===== config.mk =====
export PLATFORM = sky130hd
export DESIGN_NAME = rds_run_speed_select
export DESIGN_NICKNAME = d
export VERILOG_FILES = /design/src/hdl/rds_pkg.sv /design/src/hdl/rds_preset_mem.sv /design/src/hdl/rds_pin_sync.sv /design/src/hdl/rds_run_speed_select.sv
export SDC_FILE = /design/constraint.sdc
export NUM_CORES = 1
export LEC_CHECK = 0
export BUFFER_PORTS_ARGS = -buffer_cell sky130_fd_sc_hd__buf_4
export CELL_PAD_IN_SITES_DETAIL_PLACEMENT = 1
export CELL_PAD_IN_SITES_GLOBAL_PLACEMENT = 1
export CORE_AREA = 3 3 177 265
export DETAILED_ROUTE_END_ITERATION = 8
export DIE_AREA = 0 0 180 268
export PLACE_DENSITY_LB_ADDON = 0.1
export RECOVER_POWER = 50
export SKIP_LAST_GASP = 1
export SYNTH_ARGS = -nofsm -noshare
export SYNTH_HDL_FRONTEND = slang
export SYNTH_HIERARCHICAL = 1
export SYNTH_SLANG_ARGS = --single-unit

===== constraint.sdc =====
create_clock -name pclk -period 10 [get_ports pclk]
set_input_delay 1 -clock pclk [delete_from_list [all_inputs] [get_ports pclk]]
set_output_delay 1 -clock pclk [all_outputs]
set_load 0.01 [all_outputs]

===== src/hdl/rds_pkg.sv =====
// ==========================================================
// shared constants for the run/direction/speed select block
package rds_pkg;
  // ==========================================================
  // apb register byte offsets
  localparam logic [7:0] RDS_CTRL_OFS = 8'h00;
  localparam logic [7:0] RDS_TERM_FN_LO_OFS = 8'h04;
  localparam logic [7:0] RDS_TERM_FN_HI_OFS = 8'h08;
  localparam logic [7:0] RDS_TERM_REF_OFS = 8'h0C;
  localparam logic [7:0] RDS_EDIT_OFS = 8'h10;
  localparam logic [7:0] RDS_STORE_OFS = 8'h14;
  localparam logic [7:0] RDS_STATUS_OFS = 8'h18;
  localparam logic [7:0] RDS_OUT_FREQ_OFS = 8'h1C;
  localparam logic [7:0] RDS_PRESET_BASE_OFS = 8'h40;
  localparam logic [7:0] RDS_PRESET_END_OFS = 8'h7C;
  // ==========================================================
  // control register fields
  localparam int RDS_CTRL_SRC_LSB = 0;
  localparam int RDS_CTRL_METHOD_BIT = 2;
  localparam int RDS_CTRL_KEYDIR_BIT = 3;
  localparam int RDS_CTRL_KEYRUN_BIT = 4;
  localparam int RDS_CTRL_NC_LSB = 8;
  localparam logic [1:0] RDS_SRC_TERMINAL = 2'h1;
  localparam logic [1:0] RDS_SRC_KEYPAD = 2'h0;
  localparam logic [31:0] RDS_CTRL_RESET = 32'h0000_0001;
  // ==========================================================
  // input function codes, one 4-bit code per terminal
  localparam logic [3:0] RDS_FN_NONE = 4'h0;
  localparam logic [3:0] RDS_FN_REV = 4'h1;
  localparam logic [3:0] RDS_FN_BIN0 = 4'h2;
  localparam logic [3:0] RDS_FN_BIN3 = 4'h5;
  localparam logic [3:0] RDS_FN_HOT1 = 4'h8;
  localparam logic [3:0] RDS_FN_HOT7 = 4'hE;
  localparam logic [31:0] RDS_TERM_FN_RESET = 32'h0000_0000;
  // ==========================================================
  // frequency words and preset bank
  localparam int RDS_FREQ_W = 16;
  localparam int RDS_NUM_PRESETS = 16;
  localparam int RDS_NUM_TERMS = 8;
  localparam int RDS_SYNC_STAGES = 3;
  typedef enum logic [1:0] {
    RDS_DIR_STOP,
    RDS_DIR_FWD,
    RDS_DIR_REV
  } rds_dir_e;
endpackage


===== src/hdl/rds_preset_mem.sv =====
`timescale 1ns/1ps
// ==========================================================
// preset frequency bank, registered read ports
module rds_preset_mem
  import rds_pkg::*;
#(
  parameter int DEPTH = 16,
  parameter int WIDTH = 16,
  parameter int AW = 4
) (
  input wire logic pclk,
  input wire logic presetn,
  input wire logic wr_en,
  input wire logic [AW-1:0] wr_addr,
  input wire logic [WIDTH-1:0] wr_data,
  input wire logic [AW-1:0] rd_addr_a,
  output logic [WIDTH-1:0] rd_data_a,
  input wire logic [AW-1:0] rd_addr_b,
  output logic [WIDTH-1:0] rd_data_b
);
  logic [WIDTH-1:0] mem_reg [DEPTH];

  // storage, written only on an explicit store strobe
  always_ff @(posedge pclk or negedge presetn) begin
    if (!presetn) begin
      for (int i = 0; i < DEPTH; i++) begin
        mem_reg[i] <= '0;
      end
    end else if (wr_en) begin
      mem_reg[wr_addr] <= wr_data;
    end
  end

  // registered read data for both ports
  always_ff @(posedge pclk or negedge presetn) begin
    if (!presetn) begin
      rd_data_a <= '0;
      rd_data_b <= '0;
    end else begin
      rd_data_a <= mem_reg[rd_addr_a];
      rd_data_b <= mem_reg[rd_addr_b];
    end
  end
endmodule // rds_preset_mem


===== src/hdl/rds_pin_sync.sv =====
`timescale 1ns/1ps
// ==========================================================
// three-stage synchroniser with agreement filter per terminal
module rds_pin_sync
  import rds_pkg::*;
#(
  parameter int N = 8
) (
  input wire logic pclk,
  input wire logic presetn,
  input wire logic [N-1:0] pin_in,
  output logic [N-1:0] level_out
);
  logic [N-1:0] s1_reg;
  logic [N-1:0] s2_reg;
  logic [N-1:0] s3_reg;

  // shift chain; first stage feeds only the second
  always_ff @(posedge pclk or negedge presetn) begin
    if (!presetn) begin
      s1_reg <= '0;
      s2_reg <= '0;
      s3_reg <= '0;
    end else begin
      s1_reg <= pin_in;
      s2_reg <= s1_reg;
      s3_reg <= s2_reg;
    end
  end

  // accept a new level once stages two and three agree
  always_ff @(posedge pclk or negedge presetn) begin
    if (!presetn) begin
      level_out <= '0;
    end else begin
      for (int i = 0; i < N; i++) begin
        if (s2_reg[i] == s3_reg[i]) begin
          level_out[i] <= s3_reg[i];
        end
      end
    end
  end
endmodule // rds_pin_sync


===== src/hdl/rds_run_speed_select.sv =====
`timescale 1ns/1ps
// Function
// - forward input high runs forward, else stop
// - reverse input high runs reverse, else stop
// - both run requests active gives stop
// - normally closed terminals are inverted
// - keypad direction only steers keypad run key
// - sixteen stored preset frequencies in bank
// - binary index bit0 to bit3 from selects
// - binary selects assignable to any of terminals 1 to 8, not the forward pin
// - unassigned select bits count as zero
// - all selects off follows terminal reference
// - with terminal source, any select on uses decoded preset
// - preset changes only on explicit store
// - stop mode edits go to selected preset
// - up to seven one-hot selects, eight speeds
// - all one-hot selects off gives speed 0
// - lowest numbered active one-hot input wins
module rds_run_speed_select
  import rds_pkg::*;
#(
  parameter int FREQ_W = RDS_FREQ_W,
  parameter int NUM_TERMS = RDS_NUM_TERMS
) (
  input wire logic pclk,
  input wire logic presetn,
  input wire logic psel,
  input wire logic penable,
  input wire logic pwrite,
  input wire logic [7:0] paddr,
  input wire logic [31:0] pwdata,
  output logic [31:0] prdata,
  output logic pready,
  output logic pslverr,
  input wire logic forward_run_input,
  input wire logic [NUM_TERMS-1:0] term_in,
  output logic run_fwd,
  output logic run_rev,
  output logic [FREQ_W-1:0] output_frequency_monitor
);
  // ==========================================================
  // declarations
  logic [31:0] ctrl_reg;
  logic [31:0] term_fn_lo_reg;
  logic [31:0] term_fn_hi_reg;
  logic [FREQ_W-1:0] term_ref_reg;
  logic [FREQ_W-1:0] edit_reg;
  logic [NUM_TERMS:0] pin_raw;
  logic [NUM_TERMS:0] pin_lvl;
  logic [NUM_TERMS:0] act;
  logic fwd_req;
  logic rev_req;
  logic [3:0] bin_idx;
  logic bin_any;
  logic [7:1] hot;
  logic [3:0] hot_idx;
  logic [3:0] sel_idx;
  logic sel_any;
  logic src_term;
  rds_dir_e dir_reg;
  rds_dir_e dir_next;
  logic mem_wr;
  logic [3:0] mem_waddr;
  logic [FREQ_W-1:0] mem_wdata;
  logic [3:0] rd_idx;
  logic [FREQ_W-1:0] preset_q;
  logic [FREQ_W-1:0] rd_preset_q;
  logic [31:0] rd_word;
  logic rd_pend_reg;
  logic rd_late_reg;
  logic setup_rd;
  logic acc;
  logic wr_acc;
  logic store_hit;
  logic preset_hit;
  logic mapped;

  // function code of terminal t (0 = dedicated forward pin)
  function automatic logic [3:0] fn_of(input int t,
                                       input logic [31:0] lo,
                                       input logic [31:0] hi);
    logic [63:0] codes;
    logic [3:0] code;
    codes = {hi, lo};
    code = 4'h0;
    if (t >= 1 && t <= 16) begin
      code = codes[4 * (t - 1) +: 4];
    end
    return code;
  endfunction

  // ==========================================================
  // input conditioning
  assign pin_raw = {term_in, forward_run_input};

  rds_pin_sync #(
    .N(NUM_TERMS + 1)
  ) u_sync (
    .pclk(pclk),
    .presetn(presetn),
    .pin_in(pin_raw),
    .level_out(pin_lvl)
  );

  // normally closed terminals count open as active
  assign act = pin_lvl ^ ctrl_reg[RDS_CTRL_NC_LSB +: NUM_TERMS + 1];

  // ==========================================================
  // route terminal levels to functions by code
  always_comb begin
    logic [3:0] c;
    c = 4'h0;
    rev_req = 1'b0;
    bin_idx = 4'h0;
    hot = 7'h00;
    for (int t = 1; t <= NUM_TERMS; t++) begin
      c = fn_of(t, term_fn_lo_reg, term_fn_hi_reg);
      if (c == RDS_FN_REV && act[t]) begin
        rev_req = 1'b1;
      end
      if (c >= RDS_FN_BIN0 && c <= RDS_FN_BIN3 && act[t]) begin
        bin_idx[2'(c - RDS_FN_BIN0)] = 1'b1;
      end
      if (c >= RDS_FN_HOT1 && c <= RDS_FN_HOT7 && act[t]) begin
        hot[3'(c - RDS_FN_HOT1 + 4'h1)] = 1'b1;
      end
    end
  end
  assign fwd_req = act[0];
  assign bin_any = |bin_idx;

  // lowest numbered one-hot input decides the speed
  always_comb begin
    hot_idx = 4'h0;
    for (int i = 7; i >= 1; i--) begin
      if (hot[i]) begin
        hot_idx = 4'(i);
      end
    end
  end

  // method setting chooses which selects count
  assign sel_idx = ctrl_reg[RDS_CTRL_METHOD_BIT] ? hot_idx : bin_idx;
  assign sel_any = ctrl_reg[RDS_CTRL_METHOD_BIT] ? (|hot) : bin_any;
  assign src_term = ctrl_reg[RDS_CTRL_SRC_LSB +: 2] == RDS_SRC_TERMINAL;

  // ==========================================================
  // run and direction decode
  always_comb begin
    dir_next = RDS_DIR_STOP;
    if (src_term) begin
      if (fwd_req && rev_req) begin
        dir_next = RDS_DIR_STOP;
      end else if (fwd_req) begin
        dir_next = RDS_DIR_FWD;
      end else if (rev_req) begin
        dir_next = RDS_DIR_REV;
      end
    end else if (ctrl_reg[RDS_CTRL_KEYRUN_BIT]) begin
      // keypad direction touches the key only
      dir_next = ctrl_reg[RDS_CTRL_KEYDIR_BIT] ? RDS_DIR_REV : RDS_DIR_FWD;
    end
  end

  always_ff @(posedge pclk or negedge presetn) begin
    if (!presetn) begin
      dir_reg <= RDS_DIR_STOP;
    end else begin
      dir_reg <= dir_next;
    end
  end
  assign run_fwd = dir_reg == RDS_DIR_FWD;
  assign run_rev = dir_reg == RDS_DIR_REV;

  // ==========================================================
  // preset bank and frequency selection
  rds_preset_mem #(
    .DEPTH(RDS_NUM_PRESETS),
    .WIDTH(FREQ_W),
    .AW(4)
  ) u_mem (
    .pclk(pclk),
    .presetn(presetn),
    .wr_en(mem_wr),
    .wr_addr(mem_waddr),
    .wr_data(mem_wdata),
    .rd_addr_a(sel_idx),
    .rd_data_a(preset_q),
    .rd_addr_b(rd_idx),
    .rd_data_b(rd_preset_q)
  );

  // commanded frequency: with terminal source, preset overrides terminal reference
  always_ff @(posedge pclk or negedge presetn) begin
    if (!presetn) begin
      output_frequency_monitor <= '0;
    end else if (src_term && sel_any) begin
      output_frequency_monitor <= preset_q;
    end else begin
      output_frequency_monitor <= term_ref_reg;
    end
  end

  // ==========================================================
  // apb slave
  assign acc = psel && penable;
  assign wr_acc = acc && pwrite;
  assign setup_rd = psel && !penable && !pwrite;
  assign preset_hit = paddr >= RDS_PRESET_BASE_OFS &&
                      paddr <= RDS_PRESET_END_OFS && paddr[1:0] == 2'h0;
  assign store_hit = paddr == RDS_STORE_OFS;
  assign rd_idx = paddr[5:2];
  assign mapped = preset_hit || paddr == RDS_CTRL_OFS ||
                  paddr == RDS_TERM_FN_LO_OFS || paddr == RDS_TERM_FN_HI_OFS ||
                  paddr == RDS_TERM_REF_OFS || paddr == RDS_EDIT_OFS ||
                  store_hit || paddr == RDS_STATUS_OFS ||
                  paddr == RDS_OUT_FREQ_OFS;
  // reads wait for the bank read and then the read data flop
  assign pready = pwrite || rd_late_reg;
  assign pslverr = acc && pready && !mapped;

  // store: direct slot write, or stop-mode teach of selected slot
  always_comb begin
    mem_wr = 1'b0;
    mem_waddr = rd_idx;
    mem_wdata = pwdata[FREQ_W-1:0];
    if (wr_acc && preset_hit) begin
      mem_wr = 1'b1;
    end else if (wr_acc && store_hit && dir_reg == RDS_DIR_STOP) begin
      mem_wr = 1'b1;
      mem_waddr = sel_idx;
      mem_wdata = edit_reg;
    end
  end

  // software registers
  always_ff @(posedge pclk or negedge presetn) begin
    if (!presetn) begin
      ctrl_reg <= RDS_CTRL_RESET;
      term_fn_lo_reg <= RDS_TERM_FN_RESET;
      term_fn_hi_reg <= RDS_TERM_FN_RESET;
      term_ref_reg <= '0;
      edit_reg <= '0;
    end else if (wr_acc) begin
      case (paddr)
        RDS_CTRL_OFS: ctrl_reg <= pwdata;
        RDS_TERM_FN_LO_OFS: term_fn_lo_reg <= pwdata;
        RDS_TERM_FN_HI_OFS: term_fn_hi_reg <= pwdata;
        RDS_TERM_REF_OFS: term_ref_reg <= pwdata[FREQ_W-1:0];
        RDS_EDIT_OFS: edit_reg <= pwdata[FREQ_W-1:0];
        default: ;
      endcase
    end
  end

  // read pending flags: bank read cycle, then data flop cycle
  always_ff @(posedge pclk or negedge presetn) begin
    if (!presetn) begin
      rd_pend_reg <= 1'b0;
      rd_late_reg <= 1'b0;
    end else begin
      rd_pend_reg <= setup_rd;
      rd_late_reg <= rd_pend_reg;
    end
  end

  // read mux; status is {sel_any[16], sel_idx[15:12], levels[8:0]}
  always_comb begin
    rd_word = 32'h0000_0000;
    if (preset_hit) begin
      rd_word = 32'(rd_preset_q);
    end else begin
      case (paddr)
        RDS_CTRL_OFS: rd_word = ctrl_reg;
        RDS_TERM_FN_LO_OFS: rd_word = term_fn_lo_reg;
        RDS_TERM_FN_HI_OFS: rd_word = term_fn_hi_reg;
        RDS_TERM_REF_OFS: rd_word = 32'(term_ref_reg);
        RDS_EDIT_OFS: rd_word = 32'(edit_reg);
        RDS_STATUS_OFS: rd_word = {15'h0000, sel_any, sel_idx, 3'h0,
                                   pin_lvl};
        RDS_OUT_FREQ_OFS: rd_word = 32'(output_frequency_monitor);
        default: rd_word = 32'h0000_0000;
      endcase
    end
  end

  // read data flop, loaded once the bank word has settled
  always_ff @(posedge pclk or negedge presetn) begin
    if (!presetn) begin
      prdata <= 32'h0000_0000;
    end else begin
      prdata <= rd_pend_reg ? rd_word : 32'h0000_0000;
    end
  end

  // ==========================================================
  // checks
  property p_both_stop;
    @(posedge pclk) disable iff (!presetn)
    (src_term && fwd_req && rev_req) |=> dir_reg == RDS_DIR_STOP;
  endproperty
  a_both_stop: assert property (p_both_stop) else $error("both run stop");

  property p_fwd;
    @(posedge pclk) disable iff (!presetn)
    (src_term && fwd_req && !rev_req) |=> run_fwd && !run_rev;
  endproperty
  a_fwd: assert property (p_fwd) else $error("forward not run");

  property p_rev;
    @(posedge pclk) disable iff (!presetn)
    (src_term && rev_req && !fwd_req) |=> run_rev && !run_fwd;
  endproperty
  a_rev: assert property (p_rev) else $error("reverse not run");

  property p_ref;
    @(posedge pclk) disable iff (!presetn)
    (src_term && !sel_any) |=> output_frequency_monitor == $past(term_ref_reg);
  endproperty
  a_ref: assert property (p_ref) else $error("ref not followed");

  property p_preset;
    @(posedge pclk) disable iff (!presetn)
    (src_term && sel_any) |=> output_frequency_monitor == $past(preset_q);
  endproperty
  a_preset: assert property (p_preset) else $error("preset not used");

  property p_hot0;
    @(posedge pclk) disable iff (!presetn)
    (hot == 7'h00) |-> hot_idx == 4'h0;
  endproperty
  a_hot0: assert property (p_hot0) else $error("onehot zero wrong");

  property p_hot_low;
    @(posedge pclk) disable iff (!presetn)
    hot[1] |-> hot_idx == 4'h1;
  endproperty
  a_hot_low: assert property (p_hot_low) else $error("lowest not won");

  property p_method;
    @(posedge pclk) disable iff (!presetn)
    !ctrl_reg[RDS_CTRL_METHOD_BIT] |-> sel_idx == bin_idx;
  endproperty
  a_method: assert property (p_method) else $error("method wrong");

  property p_nostore;
    @(posedge pclk) disable iff (!presetn)
    !wr_acc |-> !mem_wr;
  endproperty
  a_nostore: assert property (p_nostore) else $error("store w/o write");

  c_fwd: cover property (@(posedge pclk) disable iff (!presetn) run_fwd);
  c_rev: cover property (@(posedge pclk) disable iff (!presetn) run_rev);
  c_teach: cover property (@(posedge pclk) disable iff (!presetn)
    wr_acc && store_hit && dir_reg == RDS_DIR_STOP);
endmodule // rds_run_speed_select


==> flow_metrics.py, run 1 <==
metrics = {
    "status": {
        "status": "finished, violations left",
        "violations": "max-capacitance violations, max-slew violations",
    },
    "floorplan": {
        "die_area_um2": 48200,
        "core_um2": 44800,
        "io_pins": 106,
        "die_h_um": 268,
        "die_w_um": 180,
        "initial_core_util_pct": 55.8,
        "num_rows": 95,
    },
    "clock_network": {
        "htree_levels": 2,
        "cts_sinks": 504,
        "clk_path_buf_depth": 3,
        "postCtsResizedCells": 0,
        "cts_inserted_buffers": 51,
        "hold_buffers": 0,
        "clkTransAtPathRegs_ns": 0.06,
        "clock_latency_ns": 0.58,
        "cts_tree": "done",
        "cts-root-buf": "clkbuf_16",
        "cts_setup_buffers": 0,
    },
    "timing": {
        "setup_viol": 0,
        "max_slew_margin_pct": -223,
        "rsz0062_at_grt": "no",
        "min_period_ns": 7.35,
        "worstMarginPinSlew_ns": 4.85,
        "skew_ns": 0.0186,
        "hold_viol_final": 0,
        "period_share_pct": 73.5,
        "slew_violations": 334,
        "fmax_mhz": 136,
        "finalSetupTns_ns": 0,
    },
    "grt": {
        "grt_pass1_wl_um": 118000,
        "grt_pass1_vias": 18549,
        "overflow": 0,
        "grt_usage_pct": 32.1,
        "antenna_found_initial": 1,
        "grt_max_degree": 165,
    },
    "hold_path": {
        "worstHoldEndpoint": "u_sync/s2_reg[8]$_DFF_PN0_",
        "min_from": "u_sync/s1_reg[8]$_DFF_PN0_",
        "worstHoldPathCells": 0,
        "hold_class": "flip-flop to flip-flop",
    },
    "setup_path": {
        "path_class": "input port to flip-flop",
        "crit_fanout": 47,
        "endpoint_kind": "flip-flop",
        "r2r_slack_ns": 4.65,
        "critPathRequiredTime_ns": 10.44,
        "rr_startpoint": "term_fn_lo_reg[4]$_DFFE_PN0P_",
        "worstSetupStartpointType": "input port",
        "rr_worst_depth": 12,
        "arrival_ns": 7.79,
        "reg2reg_to": "u_mem/mem_reg[42]$_DFFE_PN0P_",
    },
    "routing": {
        "num_vias": 16645,
        "route.antenna.remaining_nets": 0,
        "first_iter_violations": 1101,
        "drc": 0,
        "viasPerCell": 6.66,
        "detail_route.wl_per_cell_um": 30.8,
        "wl_um": 77000,
        "firstDrtPassIters": 5,
    },
    "synth": {
        "ys_types": 72,
        "ys_seq_elements": 504,
        "avgSynthCellArea_um2": 13.8,
        "syn_area_um2": 25000,
        "yosysTopAreaCell": "dfrtp_1",
        "yosys_most_used_dff": "dfrtp_1",
        "synth.area.top_cells": "dfrtp_1 (50%), mux2_2 (17%), mux4_2 (12%), a22oi_1 (2.5%), ha_1 (1.6%)",
        "synth-edff-count": 0,
        "syn_inst": 1814,
        "ys_seq_area_share_pct": 50.4,
        "yosys_warnings": 6,
        "synthesis.nets": 1900,
        "async_flop_share_pct": 100,
        "yosysTopAreaCellShare_pct": 50.3,
    },
    "placement": {
        "gp_congestion": 1.05,
        "hpwl_um": 53200,
        "dpl.cell_count": 2408,
        "portBuffers": 105,
    },
    "power_and_ir_drop": {
        "power.switching_mw": 1.03,
        "p_leak_nw": 12.7,
        "power-per-cell-area_nw_per_um2": 158,
        "vdd_drop_max_mv": 0.156,
        "switching_share_pct": 23.5,
        "seq_power_share_pct": 48.2,
        "internal_power_mw": 3.36,
        "combPwrFrac_pct": 6.3,
        "clkPwrFrac_pct": 45.4,
    },
    "final_layout": {
        "area_growth_pct": 11.1,
        "instances_no_fill": 2500,
        "diodes": 0,
        "multi_input_area_um2": 11700,
        "largest_reg_flops": 256,
        "fill_cells": 4198,
        "drive_gt1_share_pct": 38.0,
        "final_net_count": 1965,
        "regArea_um2": 12600,
    },
    "flow_run": {
        "max-cap-violations": 6,
    },
}
## power by group through the flow
stage	logic (mW)	clock network, mW	registers, mW
global route	0.302	2.13	2.12
CTS	0.281	2.03	2.12
floorplan	0.152	0	2.14
detailed placement	0.279	0	2.16
finish	0.278	2.00	2.12
global placement	0.271	0	2.15
## placed cells by master, fill, tap and decap left out, types with 15 or more instances in the layout
cell       count
o21ai_0       42
mux2_2       386
clkbuf_16     53
nor2_1        38
nor3_1        25
a21oi_1       27
nor2b_1       16
a222oi_1      30
nand2_1      103
dfrtp_1      503
nor4_1        22
buf_4         74
clkbuf_1      67
a22oi_1       82
inv_1         24
xnor2_1       15
ha_1          32
mux4_2       131
## worst max-delay path by stage
stage | from | endpoint | slack, ns | depth (start not counted)
finish | paddr[3] | prdata[5]$_DFF_PN0_ | 2.65 | 9
global route | paddr[3] | prdata[5]$_DFF_PN0_ | 2.47 | 9
CTS | term_fn_lo_reg[4]$_DFFE_PN0P_ | u_mem/mem_reg[171]$_DFFE_PN0P_ | 4.66 | 12
detailed placement | term_fn_lo_reg[4]$_DFFE_PN0P_ | u_mem/mem_reg[175]$_DFFE_PN0P_ | 4.75 | 12
global placement | term_fn_lo_reg[4]$_DFFE_PN0P_ | u_mem/mem_reg[169]$_DFFE_PN0P_ | 4.85 | 12
floorplan | paddr[7] | u_mem/mem_reg[10]$_DFFE_PN0P_ | 5.96 | 11
## metrics by stage
stage / utilization, % / worst slack, ns / power, mW / hold slack (ns) / area [µm²]
6_report: 62.0 / 2.65 / 4.39 / 0.348 / 27800
5_1_grt: 62.0 / 2.47 / 4.55 / 0.349 / 27800
4_1_cts: 62.5 / 4.66 / 4.43 / 0.351 / 28000
3_5_place_dp: 58.6 / 4.75 / 2.44 / 0.336 / 26300
3_3_place_gp: 58.6 / 4.85 / 2.42 / 0.334 / 26300
2_1_floorplan: - / 5.96 / 2.29 / 0.331 / 25000
## worst max-delay path: stages
cell and delay, ns:
clkbuf_1 2.11, clkbuf_1 2.44, and2_0 0.32, buf_4 0.28
nor2b_1 0.77, a22oi_1 0.33, nand2_1 0.14, a21oi_1 0.04
o21ai_0 0.32
## synth_stat cells, types with 15 or more instances
master,number
inv_1,26
dfrtp_1,503
nor2b_1,16
nand2_1,103
o21ai_0,42
a22oi_1,82
xnor2_1,15
nor2_1,41
nor3_1,26
mux2_2,386
a21oi_1,27
mux4_2,131
a222oi_1,30
buf_2,37
clkbuf_1,77
nor4_1,22
ha_1,32
## cells by family after synthesis
| group | count (synthesis) | share of synthesized area (%) |
|---|---|---|
| and+or+nand+nor | 323 | 7.00 |
| DFF | 504 | 50.4 |
| buffers and inverters | 156 | 2.79 |
| AOI/OAI and AO/OA | 224 | 6.47 |
| adders and majority gates | 41 | 2.01 |
| xor gates and xnor gates | 28 | 1.06 |
| muxes | 538 | 30.2 |
## per-layer routing
metal / share of wire (%) / track usage (%) / vias to the layer above
li1: - / - / 7000
met2: 53 / 58.6 / 590
met3: 4.4 / 3.72 / 197
met5: 0 / 0 / -
met4: 6.3 / 17.1 / 0
met1: 36 / 37.1 / 8858
## area by class of cell
| class | instances | area share, % |
|---|---|---|
| Timing Repair Buffer | 142 | 3.10 |
| Clock buffer | 75 | 5.50 |
| Inverter | 26 | 0.360 |
| Multi-Input combinational cell | 1154 | 42.2 |
| Tap cell | 582 | 2.62 |
| Sequential cell | 504 | 45.4 |
| Clock inverter | 17 | 0.779 |
Power figures use the tool's default switching activity.
==> run 2: changes to the inputs <==
Settings changed: CORE_AREA 3 3 177 265 to 3 3 193 289, DIE_AREA 0 0 180 268 to 0 0 196 292.
Clock period 10 ns to 6.4 ns, I/O delays scaled along.
==> run 2 against run 1 <==
Net effect:
- combinational power up 59%
- die area grew 19%
- clock skew increased by 0.0024 ns
- first-iteration DRC count decreased by 24%
- worst setup slack worse by 1.6 ns
- global-route usage shrank 4.6 points
- the flow still finishes with violations (max-capacitance violations, max-slew violations)
- count of clock-buffer cells in the layout is 4 higher
- via count shrank 2.2%
- worst hold slack got worse by 0.17 ns
==> flow_metrics.py, run 2 (synthesized netlist as in run 1, its figures left out) <==
metrics = {
    "grt": {
        "grt_pass1_vias": 18364,
        "grt_usage_pct": 27.5,
        "antenna_found_initial": 0,
        "overflow": 0,
        "grt_max_degree": 160,
        "grt_pass1_wl_um": 119000,
    },
    "hold_path": {
        "worstHoldPathCells": 1,
        "hold_class": "input port to flip-flop",
        "min_from": "term_in[1]",
    },
    "routing": {
        "viasPerCell": 6.20,
        "wl_um": 78000,
        "route.antenna.remaining_nets": 0,
        "drc": 0,
        "detail_route.wl_per_cell_um": 29.7,
        "firstDrtPassIters": 6,
        "num_vias": 16272,
        "first_iter_violations": 841,
    },
    "final_layout": {
        "layout_commonest_cell": "dfrtp_1",
        "diodes": 0,
        "final_net_count": 1984,
        "area_growth_pct": 13.1,
        "drive_gt1_share_pct": 41.3,
        "fin_util_pct": 52.8,
        "instances_no_fill": 2624,
        "fill_cells": 5225,
        "final_cell_mix": "dfrtp_1 (503), mux2_2 (386), buf_4 (144)",
        "largest_reg_flops": 256,
        "final_cell_area_um2": 28300,
    },
    "clock_network": {
        "hold_buffers": 0,
        "cts_setup_buffers": 0,
        "clock_latency_ns": 0.60,
        "htree_levels": 2,
        "cts_sinks": 504,
        "postCtsResizedCells": 0,
        "cts_tree": "done",
        "cts_inserted_buffers": 51,
        "clkTransAtPathRegs_ns": 0.06,
        "clk_path_buf_depth": 3,
        "cts-root-buf": "clkbuf_16",
    },
    "floorplan": {
        "num_rows": 104,
        "core_um2": 53600,
        "io_pins": 106,
        "initial_core_util_pct": 46.6,
        "die_w_um": 196,
        "die_area_um2": 57200,
        "die_h_um": 292,
    },
    "placement": {
        "dpl-instance-area_um2": 26600,
        "dpl.cell_count": 2534,
        "hpwl_um": 56200,
        "gp_congestion": 1.01,
        "dp_slack_ns": 1.09,
        "portBuffers": 105,
    },
    "flow_run": {
        "max-cap-violations": 1,
    },
    "timing": {
        "fmax_mhz": 186,
        "worstMarginPinSlew_ns": 4.88,
        "min_period_ns": 5.36,
        "rsz0062_at_grt": "no",
        "holdWs_ns": 0.179,
        "final.setup.worst_slack_ns": 1.04,
        "max_slew_margin_pct": -225,
        "period_share_pct": 83.8,
        "finalSetupTns_ns": 0,
        "setup_viol": 0,
        "slew_violations": 95,
        "hold_viol_final": 0,
        "skew_ns": 0.0210,
    },
    "setup_path": {
        "critPathRequiredTime_ns": 6.87,
        "worstSetupStartpointType": "flip-flop",
        "endpoint_kind": "flip-flop",
        "arrival_ns": 5.84,
        "startpoint": "term_fn_lo_reg[28]$_DFFE_PN0P_",
        "path_class": "flip-flop to flip-flop",
        "rr_worst_depth": 13,
        "rr_startpoint": "term_fn_lo_reg[28]$_DFFE_PN0P_",
        "crit_fanout": 10,
    },
    "power_and_ir_drop": {
        "finalPower_mw": 6.81,
        "power-per-cell-area_nw_per_um2": 241,
        "vdd_drop_max_mv": 0.235,
        "p_leak_nw": 13.0,
    },
    "status": {
        "status": "finished, violations left",
        "violations": "max-capacitance violations, max-slew violations",
    },
}
==> run 2: layout make-up <==
type | instances | area, µm² | area share (%)
flip-flops and latches | 504 | 12600 | 44.6
multi-input cells | 1154 | 11700 | 41.5
clock buffers | 79 | 1560 | 5.53
repair buffers | 161 | 1270 | 4.50
well taps | 689 | 862 | 3.05
clock inverters | 11 | 136 | 0.482
inverters | 26 | 100 | 0.354
==> run 2: where the power goes <==
group | switching [mW] | internal (mW) | leakage [nW]
registers | 0.0632 | 3.25 | 6.85
clock network | 1.27 | 1.79 | 0.838
logic | 0.277 | 0.164 | 5.31
total | 1.61 | 5.20 | 13.0
==> run 2: final timing paths <==
path / endpoint / slack [ns]
min in group asynchronous: term_fn_lo_reg[13]$_DFFE_PN0P_ / 2.04
min: u_sync/s1_reg[2]$_DFF_PN0_ / 0.18
max: u_mem/mem_reg[43]$_DFFE_PN0P_ / 1.04
max reg2reg: u_mem/mem_reg[43]$_DFFE_PN0P_ / 1.04
max in group asynchronous: u_mem/mem_reg[147]$_DFFE_PN0P_ / 1.59
min reg2reg: u_sync/s2_reg[6]$_DFF_PN0_ / 0.35
==> run 2: metal layers <==
layer	vias to the layer above	global-route usage [%]	share of wire [%]
met1	8731	30.4	36
li1	7029	-	-
met2	359	52.3	56
met4	0	12.2	5.0
met5	-	0	0
met3	153	3.32	3.2
==> run 2: critical path, stage by stage (launching register included) <==
cell       delay [ns]
dfrtp_1          0.47
inv_1            0.17
ha_1             0.22
nor3_1           0.06
a2111oi_0        1.15
a222oi_1         0.35
and3_1           0.27
nor4_1           0.24
nor2_1           0.18
a21boi_0         0.74
nand2b_1         0.28
nor2_2           0.48
buf_4            0.28
mux2_2           0.36
